<file path="src/bsd_map.svh">
`ifndef BSD_MAP_SVH
`define BSD_MAP_SVH
// ==========================================================
// register offsets (byte addresses)
`define BSD_CFG_LAST_OFF 8'h0C
`define BSD_RANGE_OFF 8'h10
`define BSD_APPLIED_OFF 8'h14
`define BSD_STATE_OFF 8'h18
// ==========================================================
// field positions inside a setpoint config word
`define BSD_NORM_LSB 0
`define BSD_DVS_LSB 8
`define BSD_STBY_LSB 16
`define BSD_SPEED_LSB 24
// state word positions
`define BSD_ST_STBY_BIT 0
`define BSD_ST_DVS_LSB 1
`define BSD_ST_BUSY_LSB 4
// ==========================================================
// reset values
`define BSD_NORM_RST 5'h10
`define BSD_DVS_RST 5'h10
`define BSD_STBY_RST 5'h08
`define BSD_SPEED_RST 2'h1
`define BSD_APPLIED_RST 5'h00
`define BSD_RANGE_PRE 4'h8
// speed code used by the two bucks without a speed field
`define BSD_FIXED_SPEED 2'h1
// ==========================================================
// setpoint to millivolt mapping
`define BSD_LO_BASE_MV 11'h258
`define BSD_HI_BASE_MV 11'h44C
`define BSD_HI_TOP_MV 11'h73A
`define BSD_STEP_MV 11'h019
`define BSD_CODE_TOP 5'h1F
// ==========================================================
// timing: shortest step interval, clock rate
`define BSD_STEP_BASE_NS 2000
`define BSD_CLK_MHZ 100
`define BSD_STEP_BASE_CYC ((`BSD_STEP_BASE_NS * `BSD_CLK_MHZ + 999) / 1000)
`endif

</file>
<file path="src/bsd_pkg.sv">
package bsd_pkg;
   // ramp engine state of one buck
   typedef enum logic {BSD_HOLD, BSD_RAMP} bsd_step_t;
   // what one buck presents to its analog regulator
   typedef struct packed
   {
      logic range_high_select;
      logic [4:0] code;
      logic [10:0] millivolt;
   } bsd_buck_t;
endpackage

</file>
<file path="src/bsd_buck_setpoint.sv">
`timescale 1ns/10ps
`default_nettype none
`include "bsd_map.svh"
// Operation
// - range low maps code 0..31 to 0.600..1.375 V in 25 mV steps.
// - range high maps 0..30 to 1.100..1.850 V; code 31 saturates 1.850 V.
// - after startup range bits follow strap: fourth 1, first 0, others strap.
// - upper three range bits stay writable by software after startup, first stays 0; care on changes.
// - one range bit per buck decodes normal, standby and dvs codes alike.
// - first two bucks hold normal, dvs, standby setpoints; moves are stepped.
// - normal setpoint writes step at the programmed dvs step rate on the first two bucks, one step per 4 us on the other two.
// - standby entry and exit also step at the programmed dvs rate on the first two bucks, one step per 4 us on the other two.
// - standby condition is primary standby pin AND secondary standby pin.
// - standby selects standby code; else dvs pin picks dvs or normal.
// - speed field 00..11 gives one step per 2, 4, 8 or 16 us.
module bsd_buck_setpoint
   import bsd_pkg::*;
#(
   parameter int unsigned STEP_BASE_CYC = `BSD_STEP_BASE_CYC
)
(
   input wire logic ref_clk,
   input wire logic sys_rst,
   input wire logic [7:0] s_axi_awaddr,
   input wire logic s_axi_awvalid,
   output logic s_axi_awready,
   input wire logic [31:0] s_axi_wdata,
   input wire logic [3:0] s_axi_wstrb,
   input wire logic s_axi_wvalid,
   output logic s_axi_wready,
   output logic [1:0] s_axi_bresp,
   output logic s_axi_bvalid,
   input wire logic s_axi_bready,
   input wire logic [7:0] s_axi_araddr,
   input wire logic s_axi_arvalid,
   output logic s_axi_arready,
   output logic [31:0] s_axi_rdata,
   output logic [1:0] s_axi_rresp,
   output logic s_axi_rvalid,
   input wire logic s_axi_rready,
   input wire logic primary_standby_pin,
   input wire logic secondary_standby_pin,
   input wire logic [1:0] dvs_select_pin,
   input wire logic second_power_up_strap,
   output wire bsd_buck_t [3:0] buck_out
);
   localparam int CNT_W = $clog2(STEP_BASE_CYC * 8 + 1);
   if (STEP_BASE_CYC < 1 || STEP_BASE_CYC > 4096)
   begin : g_bad_param
      $error("STEP_BASE_CYC must lie in 1..4096");
   end

   // ==========================================================
   // helpers
   function automatic logic [10:0] bsd_to_mv(input logic [4:0] code,
                                             input logic hi);
      logic [10:0] ofs;
      ofs = `BSD_STEP_MV * {6'h00, code};
      if (!hi)
         return `BSD_LO_BASE_MV + ofs;
      else if (code == `BSD_CODE_TOP)
         return `BSD_HI_TOP_MV;
      else
         return `BSD_HI_BASE_MV + ofs;
   endfunction

   function automatic logic [31:0] bsd_merge(input logic [31:0] old,
                                             input logic [31:0] nw,
                                             input logic [31:0] m);
      return (old & ~m) | (nw & m);
   endfunction

   // ==========================================================
   // pin synchronisers: pins are asynchronous to ref_clk
   logic [4:0] pin_s1_q;
   logic [4:0] pin_s2_q;
   logic [1:0] boot_q;
   always_ff @(posedge ref_clk)
   begin
      if (sys_rst)
      begin
         pin_s1_q <= 5'h00;
         pin_s2_q <= 5'h00;
      end
      else
      begin
         pin_s1_q <= {second_power_up_strap, dvs_select_pin,
                      secondary_standby_pin, primary_standby_pin};
         pin_s2_q <= pin_s1_q;
      end
   end

   // standby event and per-buck dvs levels
   wire standby_w = pin_s2_q[0] & pin_s2_q[1];
   wire [1:0] dvs_w = pin_s2_q[3:2];
   wire strap_gnd_w = ~pin_s2_q[4]; // low pin level means grounded

   // startup counter: strap is valid once it has crossed both stages
   always_ff @(posedge ref_clk)
   begin
      if (sys_rst)
         boot_q <= 2'h0;
      else if (boot_q != 2'h3)
         boot_q <= boot_q + 2'h1;
   end
   wire boot_cap_w = (boot_q == 2'h2);

   // ==========================================================
   // axi4-lite slave: address and data latched independently
   logic aw_full_q;
   logic w_full_q;
   logic [7:0] awaddr_q;
   logic [31:0] wdata_q;
   logic [3:0] wstrb_q;
   logic bvalid_q;
   logic [1:0] bresp_q;
   logic rvalid_q;
   logic [31:0] rdata_q;
   logic [1:0] rresp_q;

   assign s_axi_awready = ~aw_full_q;
   assign s_axi_wready = ~w_full_q;
   assign s_axi_bvalid = bvalid_q;
   assign s_axi_bresp = bresp_q;
   assign s_axi_arready = ~rvalid_q;
   assign s_axi_rvalid = rvalid_q;
   assign s_axi_rdata = rdata_q;
   assign s_axi_rresp = rresp_q;

   wire do_wr_w = aw_full_q & w_full_q & ~bvalid_q;
   wire [31:0] wmask_w = {{8{wstrb_q[3]}}, {8{wstrb_q[2]}},
                          {8{wstrb_q[1]}}, {8{wstrb_q[0]}}};
   wire wr_al_w = (awaddr_q[1:0] == 2'h0);
   wire wr_map_w = wr_al_w & (awaddr_q <= `BSD_STATE_OFF);
   wire wr_rng_w = do_wr_w & (awaddr_q == `BSD_RANGE_OFF);
   wire [3:0] wr_cfg_w;

   // write channel latches; a write fires once both halves are in
   always_ff @(posedge ref_clk)
   begin
      if (sys_rst)
      begin
         aw_full_q <= 1'b0;
         w_full_q <= 1'b0;
         bvalid_q <= 1'b0;
      end
      else
      begin
         if (s_axi_awvalid & ~aw_full_q)
            aw_full_q <= 1'b1;
         else if (do_wr_w)
            aw_full_q <= 1'b0;
         if (s_axi_wvalid & ~w_full_q)
            w_full_q <= 1'b1;
         else if (do_wr_w)
            w_full_q <= 1'b0;
         if (do_wr_w)
            bvalid_q <= 1'b1;
         else if (s_axi_bready)
            bvalid_q <= 1'b0;
      end
   end

   // payload flops carry no reset; guarded by the full flags
   always_ff @(posedge ref_clk)
   begin
      if (s_axi_awvalid & ~aw_full_q)
         awaddr_q <= s_axi_awaddr;
      if (s_axi_wvalid & ~w_full_q)
      begin
         wdata_q <= s_axi_wdata;
         wstrb_q <= s_axi_wstrb;
      end
      if (do_wr_w)
         bresp_q <= wr_map_w ? 2'h0 : 2'h2;
   end

   // ==========================================================
   // range bits
   logic [3:0] range_q;
   wire [31:0] rng_word_w = bsd_merge({28'h000_0000, range_q}, wdata_q,
                                      wmask_w);
   // strap capture once, then software owns the bits
   always_ff @(posedge ref_clk)
   begin
      if (sys_rst)
         range_q <= `BSD_RANGE_PRE;
      else if (boot_cap_w)
         range_q <= {1'b1, strap_gnd_w, strap_gnd_w, 1'b0};
      else if (wr_rng_w)
         range_q <= {rng_word_w[3:1], 1'b0};
   end

   // ==========================================================
   // per-buck setpoints and ramp engines
   logic [31:0] cfg_word_w [4];
   logic [4:0] applied_w [4];
   logic [3:0] busy_w;

   for (genvar i = 0; i < 4; i++)
   begin : g_buck
      logic [4:0] norm_q;
      logic [4:0] stby_q;
      logic [4:0] dvs_cfg_w;
      logic [1:0] spd_w;
      logic [4:0] tgt_w;
      logic [4:0] code_q;
      logic [CNT_W-1:0] cnt_q;
      logic [CNT_W-1:0] intv_w;
      bsd_step_t st_q;
      bsd_buck_t out_q;
      logic [31:0] wr_word_w;

      assign wr_cfg_w[i] = do_wr_w & (awaddr_q == 8'(i * 4));
      assign wr_word_w = bsd_merge(cfg_word_w[i], wdata_q, wmask_w);
      assign cfg_word_w[i] = (32'(norm_q) << `BSD_NORM_LSB)
                           | (32'(dvs_cfg_w) << `BSD_DVS_LSB)
                           | (32'(stby_q) << `BSD_STBY_LSB)
                           | (32'(spd_w) << `BSD_SPEED_LSB);
      // one step interval; doubles per speed code
      assign intv_w = CNT_W'(STEP_BASE_CYC) << spd_w;

      // normal and standby setpoints, all four bucks
      always_ff @(posedge ref_clk)
      begin
         if (sys_rst)
         begin
            norm_q <= `BSD_NORM_RST;
            stby_q <= `BSD_STBY_RST;
         end
         else if (wr_cfg_w[i])
         begin
            norm_q <= wr_word_w[`BSD_NORM_LSB +: 5];
            stby_q <= wr_word_w[`BSD_STBY_LSB +: 5];
         end
      end

      if (i < 2)
      begin : g_dvs
         logic [4:0] dvs_q;
         logic [1:0] spd_q;
         always_ff @(posedge ref_clk)
         begin
            if (sys_rst)
            begin
               dvs_q <= `BSD_DVS_RST;
               spd_q <= `BSD_SPEED_RST;
            end
            else if (wr_cfg_w[i])
            begin
               dvs_q <= wr_word_w[`BSD_DVS_LSB +: 5];
               spd_q <= wr_word_w[`BSD_SPEED_LSB +: 2];
            end
         end
         assign dvs_cfg_w = dvs_q;
         assign spd_w = spd_q;
         // standby beats the dvs pin
         assign tgt_w = standby_w ? stby_q
                      : (dvs_w[i] ? dvs_q : norm_q);
      end
      else
      begin : g_fix
         // no dvs pin here: 4 us fixed stepping
         assign dvs_cfg_w = 5'h00;
         assign spd_w = `BSD_FIXED_SPEED;
         assign tgt_w = standby_w ? stby_q : norm_q;
      end

      // ramp: one code per interval, the whole way to the target;
      // a target change mid-ramp just redirects the next step
      always_ff @(posedge ref_clk)
      begin
         if (sys_rst)
         begin
            st_q <= BSD_HOLD;
            cnt_q <= '0;
            code_q <= `BSD_APPLIED_RST;
         end
         else
         begin
            case (st_q)
               BSD_HOLD:
               begin
                  cnt_q <= '0;
                  if (code_q != tgt_w)
                     st_q <= BSD_RAMP;
               end
               BSD_RAMP:
               begin
                  if (cnt_q == intv_w - CNT_W'(1))
                  begin
                     cnt_q <= '0;
                     if (code_q < tgt_w)
                        code_q <= code_q + 5'h01;
                     else if (code_q > tgt_w)
                        code_q <= code_q - 5'h01;
                     else
                        st_q <= BSD_HOLD;
                  end
                  else
                     cnt_q <= cnt_q + CNT_W'(1);
               end
               default:
                  st_q <= BSD_HOLD;
            endcase
         end
      end

      // analog-facing view, registered; one range bit for every code
      always_ff @(posedge ref_clk)
      begin
         if (sys_rst)
            out_q <= '0;
         else
         begin
            out_q.range_high_select <= range_q[i];
            out_q.code <= code_q;
            out_q.millivolt <= bsd_to_mv(code_q, range_q[i]);
         end
      end
      assign buck_out[i] = out_q;
      assign applied_w[i] = code_q;
      assign busy_w[i] = (st_q == BSD_RAMP);
   end

   // ==========================================================
   // read path
   wire rd_cfg_w = (s_axi_araddr <= `BSD_CFG_LAST_OFF);
   wire rd_al_w = (s_axi_araddr[1:0] == 2'h0);
   wire [31:0] applied_word_w = {3'h0, applied_w[3], 3'h0, applied_w[2],
                                 3'h0, applied_w[1], 3'h0, applied_w[0]};
   wire [31:0] state_word_w = (32'(standby_w) << `BSD_ST_STBY_BIT)
                            | (32'(dvs_w) << `BSD_ST_DVS_LSB)
                            | (32'(busy_w) << `BSD_ST_BUSY_LSB);
   wire [31:0] rd_word_w =
      !rd_al_w ? 32'h0000_0000
      : rd_cfg_w ? cfg_word_w[s_axi_araddr[3:2]]
      : (s_axi_araddr == `BSD_RANGE_OFF) ? {28'h000_0000, range_q}
      : (s_axi_araddr == `BSD_APPLIED_OFF) ? applied_word_w
      : (s_axi_araddr == `BSD_STATE_OFF) ? state_word_w
      : 32'h0000_0000;
   wire rd_map_w = rd_al_w & (s_axi_araddr <= `BSD_STATE_OFF);

   // read answer one cycle after the address is taken
   always_ff @(posedge ref_clk)
   begin
      if (sys_rst)
      begin
         rvalid_q <= 1'b0;
         rdata_q <= 32'h0000_0000;
         rresp_q <= 2'h0;
      end
      else if (s_axi_arvalid & ~rvalid_q)
      begin
         rvalid_q <= 1'b1;
         rdata_q <= rd_word_w;
         rresp_q <= rd_map_w ? 2'h0 : 2'h2;
      end
      else if (s_axi_rready)
         rvalid_q <= 1'b0;
   end

   // ==========================================================
   // checks
   // output flops hold reset zeros until the first edge after release,
   // so the checks stay quiet until they carry real values
   logic [1:0] chk_live_q;
   always_ff @(posedge ref_clk)
   begin
      if (sys_rst)
         chk_live_q <= 2'h0;
      else
         chk_live_q <= {chk_live_q[0], 1'b1};
   end
endmodule
`default_nettype wire

</file>
<file path="config.mk">
export PLATFORM = sky130hd
export DESIGN_NAME = bsd_buck_setpoint
export DESIGN_NICKNAME = d
export VERILOG_FILES = /design/src/bsd_pkg.sv /design/src/bsd_buck_setpoint.sv
export VERILOG_INCLUDE_DIRS = /design/src
export SDC_FILE = /design/constraint.sdc
export NUM_CORES = 1
export LEC_CHECK = 0
export BUFFER_PORTS_ARGS = -buffer_cell sky130_fd_sc_hd__buf_4
export CAP_MARGIN = 10
export CORE_AREA = 2 2 185 187
export CTS_BUF_LIST = sky130_fd_sc_hd__clkbuf_8 sky130_fd_sc_hd__clkbuf_16
export CTS_CLUSTER_SIZE = 12
export DETAILED_ROUTE_END_ITERATION = 16
export DIE_AREA = 0 0 187 189
export REMOVE_ABC_BUFFERS = 1
export SYNTH_ARGS = -nofsm -noshare
export SYNTH_HDL_FRONTEND = slang
export SYNTH_SLANG_ARGS = --single-unit
</file>
<file path="constraint.sdc">
create_clock -name ref_clk -period 4.52 [get_ports ref_clk]
set_input_delay 1.356 -clock ref_clk [delete_from_list [all_inputs] [get_ports ref_clk]]
set_output_delay 1.356 -clock ref_clk [all_outputs]
set_load 0.02 [all_outputs]
</file>
# Word level (Yosys, flattened, before mapping)

Index checks and enable logic that the tools add are counted.

Bits in registers: 282
Input bits: 64
Word-level logic and storage cells: 239

Add/subtract/negate cells: 22
Multipliers: 4
$lt $le $gt $ge: 12
Eq/ne operators: 20
Shifts and indexed selects: 2
Muxes and demuxes: 67
Bitwise logic cells: 45
Reductions and logical operators: 17

Operators with widths:

| operator               | count |
|---|---|
| $mux 32                | 4 |
| $mux 11                | 10 |
| $pmux 11 s2            | 4 |
| $and 26x26->26         | 3 |
| $mux 5                 | 14 |
| $bmux 32 s2            | 1 |
| $mux 29                | 2 |
| $or 21x26->26          | 2 |
| $or 26x26->26          | 2 |
| $add 10x10->11 const A | 4 |
| $add 11x1->11 const B  | 4 |
| $and 21x21->21         | 2 |
| $or 13x21->21          | 2 |
| $or 21x21->21          | 2 |
| $or 5x21->21           | 2 |
| $mul 5x5->10 const A   | 4 |
| $add 11x10->11 const A | 3 |
| $eq 8x5->1 const B     | 4 |
| $not 26->26            | 1 |
| $or 5x13->13           | 2 |
| $mux 1                 | 23 |
| $eq 11x11->1           | 2 |
| $eq 11x9->1 const B    | 2 |
| $shl 8x2->11 const A   | 2 |
| other kinds (31)       | 88 |

# Longest topological paths before layout

Word-level depth: 8
Mapped depth: 16
Depth with buffers taken out: 15

# Worst setup path before layout

No wires, ideal clock.

Kind: register -> register
From: register pin_s2_q[0]
To: register g_buck[3].code_q[4]
Arrival: 3.514 ns
Required time: 4.399 ns
Slack: 0.886 ns
Stages on the path, launching flop included: 15
Clock period less this slack: 3.634 ns
Path through: dfxtp_1 -> nand2_1 -> clkbuf_1 -> mux2i_1 -> ha_1 -> nor2b_1 -> o21a_1 -> o31a_1 -> or2_2 -> ha_1 -> a21o_1 -> a21oi_1 -> or3_1 -> a211oi_1 -> mux2_2

Longest elaborated chain between the ends: 5
Elaborated cells on any way between the ends: 7
Classes of those cells: order compare (2); mux (2); bitwise (1); reduce/logical (2)

RTL lines:

| item                                     | RTL line                                           | source |
|---|---|---|
| from (decl)                              | bsd_buck_setpoint.sv:76                            | `logic [4:0] pin_s2_q;` |
| from (signal assigned)                   | bsd_buck_setpoint.sv:89                            | `pin_s2_q <= pin_s1_q;` |
| $and 1x1->1 *                            | bsd_buck_setpoint.sv:94                            | `wire standby_w = pin_s2_q[0] & pin_s2_q[1];` |
| $mux 5 *                                 | bsd_buck_setpoint.sv:266                           | `assign tgt_w = standby_w ? stby_q : norm_q;` |
| $lt 5x5->1 or $gt 5x5->1 (tied branches) | bsd_buck_setpoint.sv:293, bsd_buck_setpoint.sv:295 |  |
| $reduce_bool 2->1 (no source line)       | --                                                 |  |
| $reduce_and 3->1 (no source line)        | --                                                 |  |
| to (signal assigned)                     | bsd_buck_setpoint.sv:277                           | `` code_q <= `BSD_APPLIED_RST; `` |
| to (signal assigned)                     | bsd_buck_setpoint.sv:294                           | `code_q <= code_q + 5'h01;` |
| to (signal assigned)                     | bsd_buck_setpoint.sv:296                           | `code_q <= code_q - 5'h01;` |
| to (decl)                                | bsd_buck_setpoint.sv:207                           | `logic [4:0] code_q;` |

Mark *: on every way between the ends. The rest lies on a longest branch, timed or not.
A chain may end at the register's enable or synchronous reset.

# Final worst setup path

From: register pin_s2_q[0]
To: register g_buck[2].code_q[4]

Longest elaborated chain between the ends: 5
Elaborated cells on any way between the ends: 7
Classes of those cells: order compare (2); mux (2); bitwise (1); reduce/logical (2)

RTL lines:

| item                                     | RTL line |
|---|---|
| $and 1x1->1 *                            | bsd_buck_setpoint.sv:94 |
| $mux 5 *                                 | bsd_buck_setpoint.sv:266 |
| $lt 5x5->1 or $gt 5x5->1 (tied branches) | bsd_buck_setpoint.sv:293, bsd_buck_setpoint.sv:295 |
| $reduce_bool 2->1 (no source line)       | -- |
| $reduce_and 3->1 (no source line)        | -- |
| to (signal assigned)                     | bsd_buck_setpoint.sv:277 |
| to (signal assigned)                     | bsd_buck_setpoint.sv:294 |
| to (signal assigned)                     | bsd_buck_setpoint.sv:296 |
| to (decl)                                | bsd_buck_setpoint.sv:207 |

Marks and branches as above.

==> out/qor.yml <==
run_status:
  run_status: "finished clean"
grt:
  number_of_antenna_violations_at_the_first_check_in_global_routing: 0
  grt_pass1_vias: 9699
  grt_overflow_total: 0
  grt_max_degree: 89
  grt_first_pass_wirelength_um: 52000
  globalRouteTotalUtil_pct: 18.1
critical_path:
  crit_required_ns: 4.97
  worstSetupStartpointType: "flop"
  path_delay_family: "compound AO/OA/AOI/OAI gates"
  arrival_ns: 4.24
  timing.critical_path.to_type: "flop"
  crit_path_max_incr_delay_ns: 0.43
  worst-setup-path-type: "flop to flop"
  critical_path.cell_chain: "nand2_1 -> buf_4 -> mux2i_1 -> ha_1 -> nor2b_1 -> o21ai_0 -> a21oi_1 -> nand2b_1 -> fa_1 -> a21o_1 -> a21oi_1 -> o21ai_0 -> a21boi_0 -> mux2_2"
  crit_buf_inv: 1
  critPathSlowestCell: "sky130_fd_sc_hd__fa_1"
  timing.critical_path.fanout_max: 18
clocking:
  cts_tree: "done"
  cts-buffers-inserted: 31
  clkSinkCount: 259
  cts.root.buffer_cell: "sky130_fd_sc_hd__clkbuf_16"
  post_cts_buffers: 0
  cts_repair_resize_count: 0
  cts.hold.buffers_added: 0
  clock_tree.buffer_depth: 3
  cts-htree-levels: 1
  clk-insertion-delay-late_ns: 0.57
  cts.reportedPaths.clkPinSlew_ns: 0.06
cells_and_area:
  drive_above_1_share_pct: 15.5
  final_core_utilization_pct: 47.3
  fin_area_um2: 15700
  mostFrequentLayoutCell: "sky130_fd_sc_hd__dfxtp_1"
  number_of_nets_at_the_end_of_the_flow: 1710
  fillCellCount: 3176
  area_delta_synth_final_pct: 19.1
  final_cell_mix: "sky130_fd_sc_hd__dfxtp_1, sky130_fd_sc_hd__nor2_1, sky130_fd_sc_hd__buf_4"
  n_antenna_cell: 0
timing:
  final_critical_path_share_of_the_clock_period_pct: 83.7
  fin_skew_ns: 0.00839
  timing.final.hold_violations: 0
  timing.setup.tns_ns: 0
  slew_violations: 0
  relative_max_transition_margin_pct: 22.8
  period_needed_ns: 3.78
  report.final.setup_viol: 0
  worst-slew-pin-transition_ns: 1.16
  finalWorstSetupSlack_ns: 0.736
  rsz_0062_raised_after_global_routing: "false"
  fmax_mhz: 264
yosys:
  synth_flop_cell: "sky130_fd_sc_hd__dfxtp_1"
  synth_enable_flop_cells: 30
  synthesis.instances: 1392
  synth_cell_type_count: 65
  yosysWarningCount: 0
  ys_seq_area_share_pct: 41.5
  asyncSetResetFlopFracSynth_pct: 0
  postSynthRegisterBits: 259
  syn_area_um2: 13200
  post_synth.cell_area_avg_um2: 9.50
routing:
  drt_wl_total_um: 32200
  drtAntennaViolNets: 0
  routedWlPerCell_um: 16.1
  post_drt_via_cell_ratio: 5.05
  drt_first_pass_iters: 5
  routed-via-count: 10072
  drtIter0Drc: 566
  drcViolationCount: 0
floorplan:
  die_width_um: 187
  die_area_um2: 35300
  io_pins: 173
  initial_utilization_pct: 39.7
  fp-row-count: 67
  chipHeight_um: 189
  core_area_um2: 33300
placement:
  gp_routability_congestion: 0.860
  setup_slack_after_placement_ns: 0.805
  estimated_wirelength_of_the_detail_placed_design_um: 23700
  postPlaceCellArea_um2: 14700
  numPortBuffers: 145
worst_hold_path:
  hold_path_class: "flop to flop"
power:
  vdd.ir_drop.worst_mv: 0.276
  power_density_nw_per_um2: 337
  cellLeakagePower_nw: 6.99
flow_run:
  cap_violations: 0
==> synthesized netlist by cell type, types with 13 or more instances <==
cell                       number  area (µm²)
sky130_fd_sc_hd__nand3_1       60         300
sky130_fd_sc_hd__dfxtp_1      229        4580
sky130_fd_sc_hd__ha_1         113        1410
sky130_fd_sc_hd__nand2_1       84         315
sky130_fd_sc_hd__buf_4         16         120
sky130_fd_sc_hd__mux2i_1       68         681
sky130_fd_sc_hd__xor2_1        40         350
sky130_fd_sc_hd__a22oi_1       25         188
sky130_fd_sc_hd__nor3_1        15        75.1
sky130_fd_sc_hd__a21oi_1       80         400
sky130_fd_sc_hd__a21o_1        17         128
sky130_fd_sc_hd__inv_1         78         293
sky130_fd_sc_hd__and3_1        14        87.6
sky130_fd_sc_hd__a221oi_1      13         114
sky130_fd_sc_hd__nor2b_1       31         194
sky130_fd_sc_hd__clkbuf_1      48         180
sky130_fd_sc_hd__edfxtp_1      30         901
sky130_fd_sc_hd__nor2_1       175         657
sky130_fd_sc_hd__o21ai_0       37         185
sky130_fd_sc_hd__xnor2_1       56         490
==> routing by layer <==
metal	wire length, µm	global-route usage (%)	share of wire (%)
met1	15200	24.7	47
met2	14600	29.5	45
met3	1660	3.15	5.1
met4	719	4.70	2.2
met5	0	0	0
==> kinds of logic after synthesis <==
group	after synthesis	synth area share (%)
DFF	259	41.5
other	1	0.0284
buffers and inverters	150	4.84
AOI/OAI and AO/OA	242	11.8
xor gates and xnor gates	96	6.36
and+or+nand+nor	432	15.4
adders and majority gates	124	12.4
muxes	88	7.71
==> through the flow <==
step,total power [mW],std cells,hold WS [ns]
6_report,5.30,1995,0.438
5_1_grt,5.49,1995,0.464
4_1_cts,5.35,1995,0.441
3_5_place_dp,2.79,1937,0.426
3_3_place_gp,2.79,1937,0.425
2_1_floorplan,2.62,1332,0.413
==> worst paths after layout <==
kind	depth (start not counted)	from	slack (ns)	endpoint
worst min-delay path	1	g_buck[3].cnt_q[0]	0.44	g_buck[3].cnt_q[0]
worst max-delay path	14	pin_s2_q[0]	0.74	g_buck[2].code_q[4]
worst max register to register	14	pin_s2_q[0]	0.74	g_buck[2].code_q[4]
worst min register to register	1	g_buck[3].cnt_q[0]	0.44	g_buck[3].cnt_q[0]
==> area by class of cell <==
type / instances / area (µm²) / area share, %
inverter: 79 / 297 / 1.88
clock buffer: 42 / 950 / 6.03
tap: 448 / 561 / 3.56
timing repair buffer: 157 / 1180 / 7.51
multi-input combinational: 994 / 7140 / 45.3
sequential: 259 / 5490 / 34.8
clock inverter: 16 / 133 / 0.842
==> where the power goes <==
part / total (mW) / internal (mW) / switching, mW / leakage [nW]
sequential: 2.44 / 2.39 / 0.0494 / 2.15
combinational: 0.301 / 0.115 / 0.185 / 4.29
clock: 2.56 / 1.57 / 0.988 / 0.562
total: 5.30 / 4.08 / 1.22 / 6.99
(Power assumes the default switching activity.)
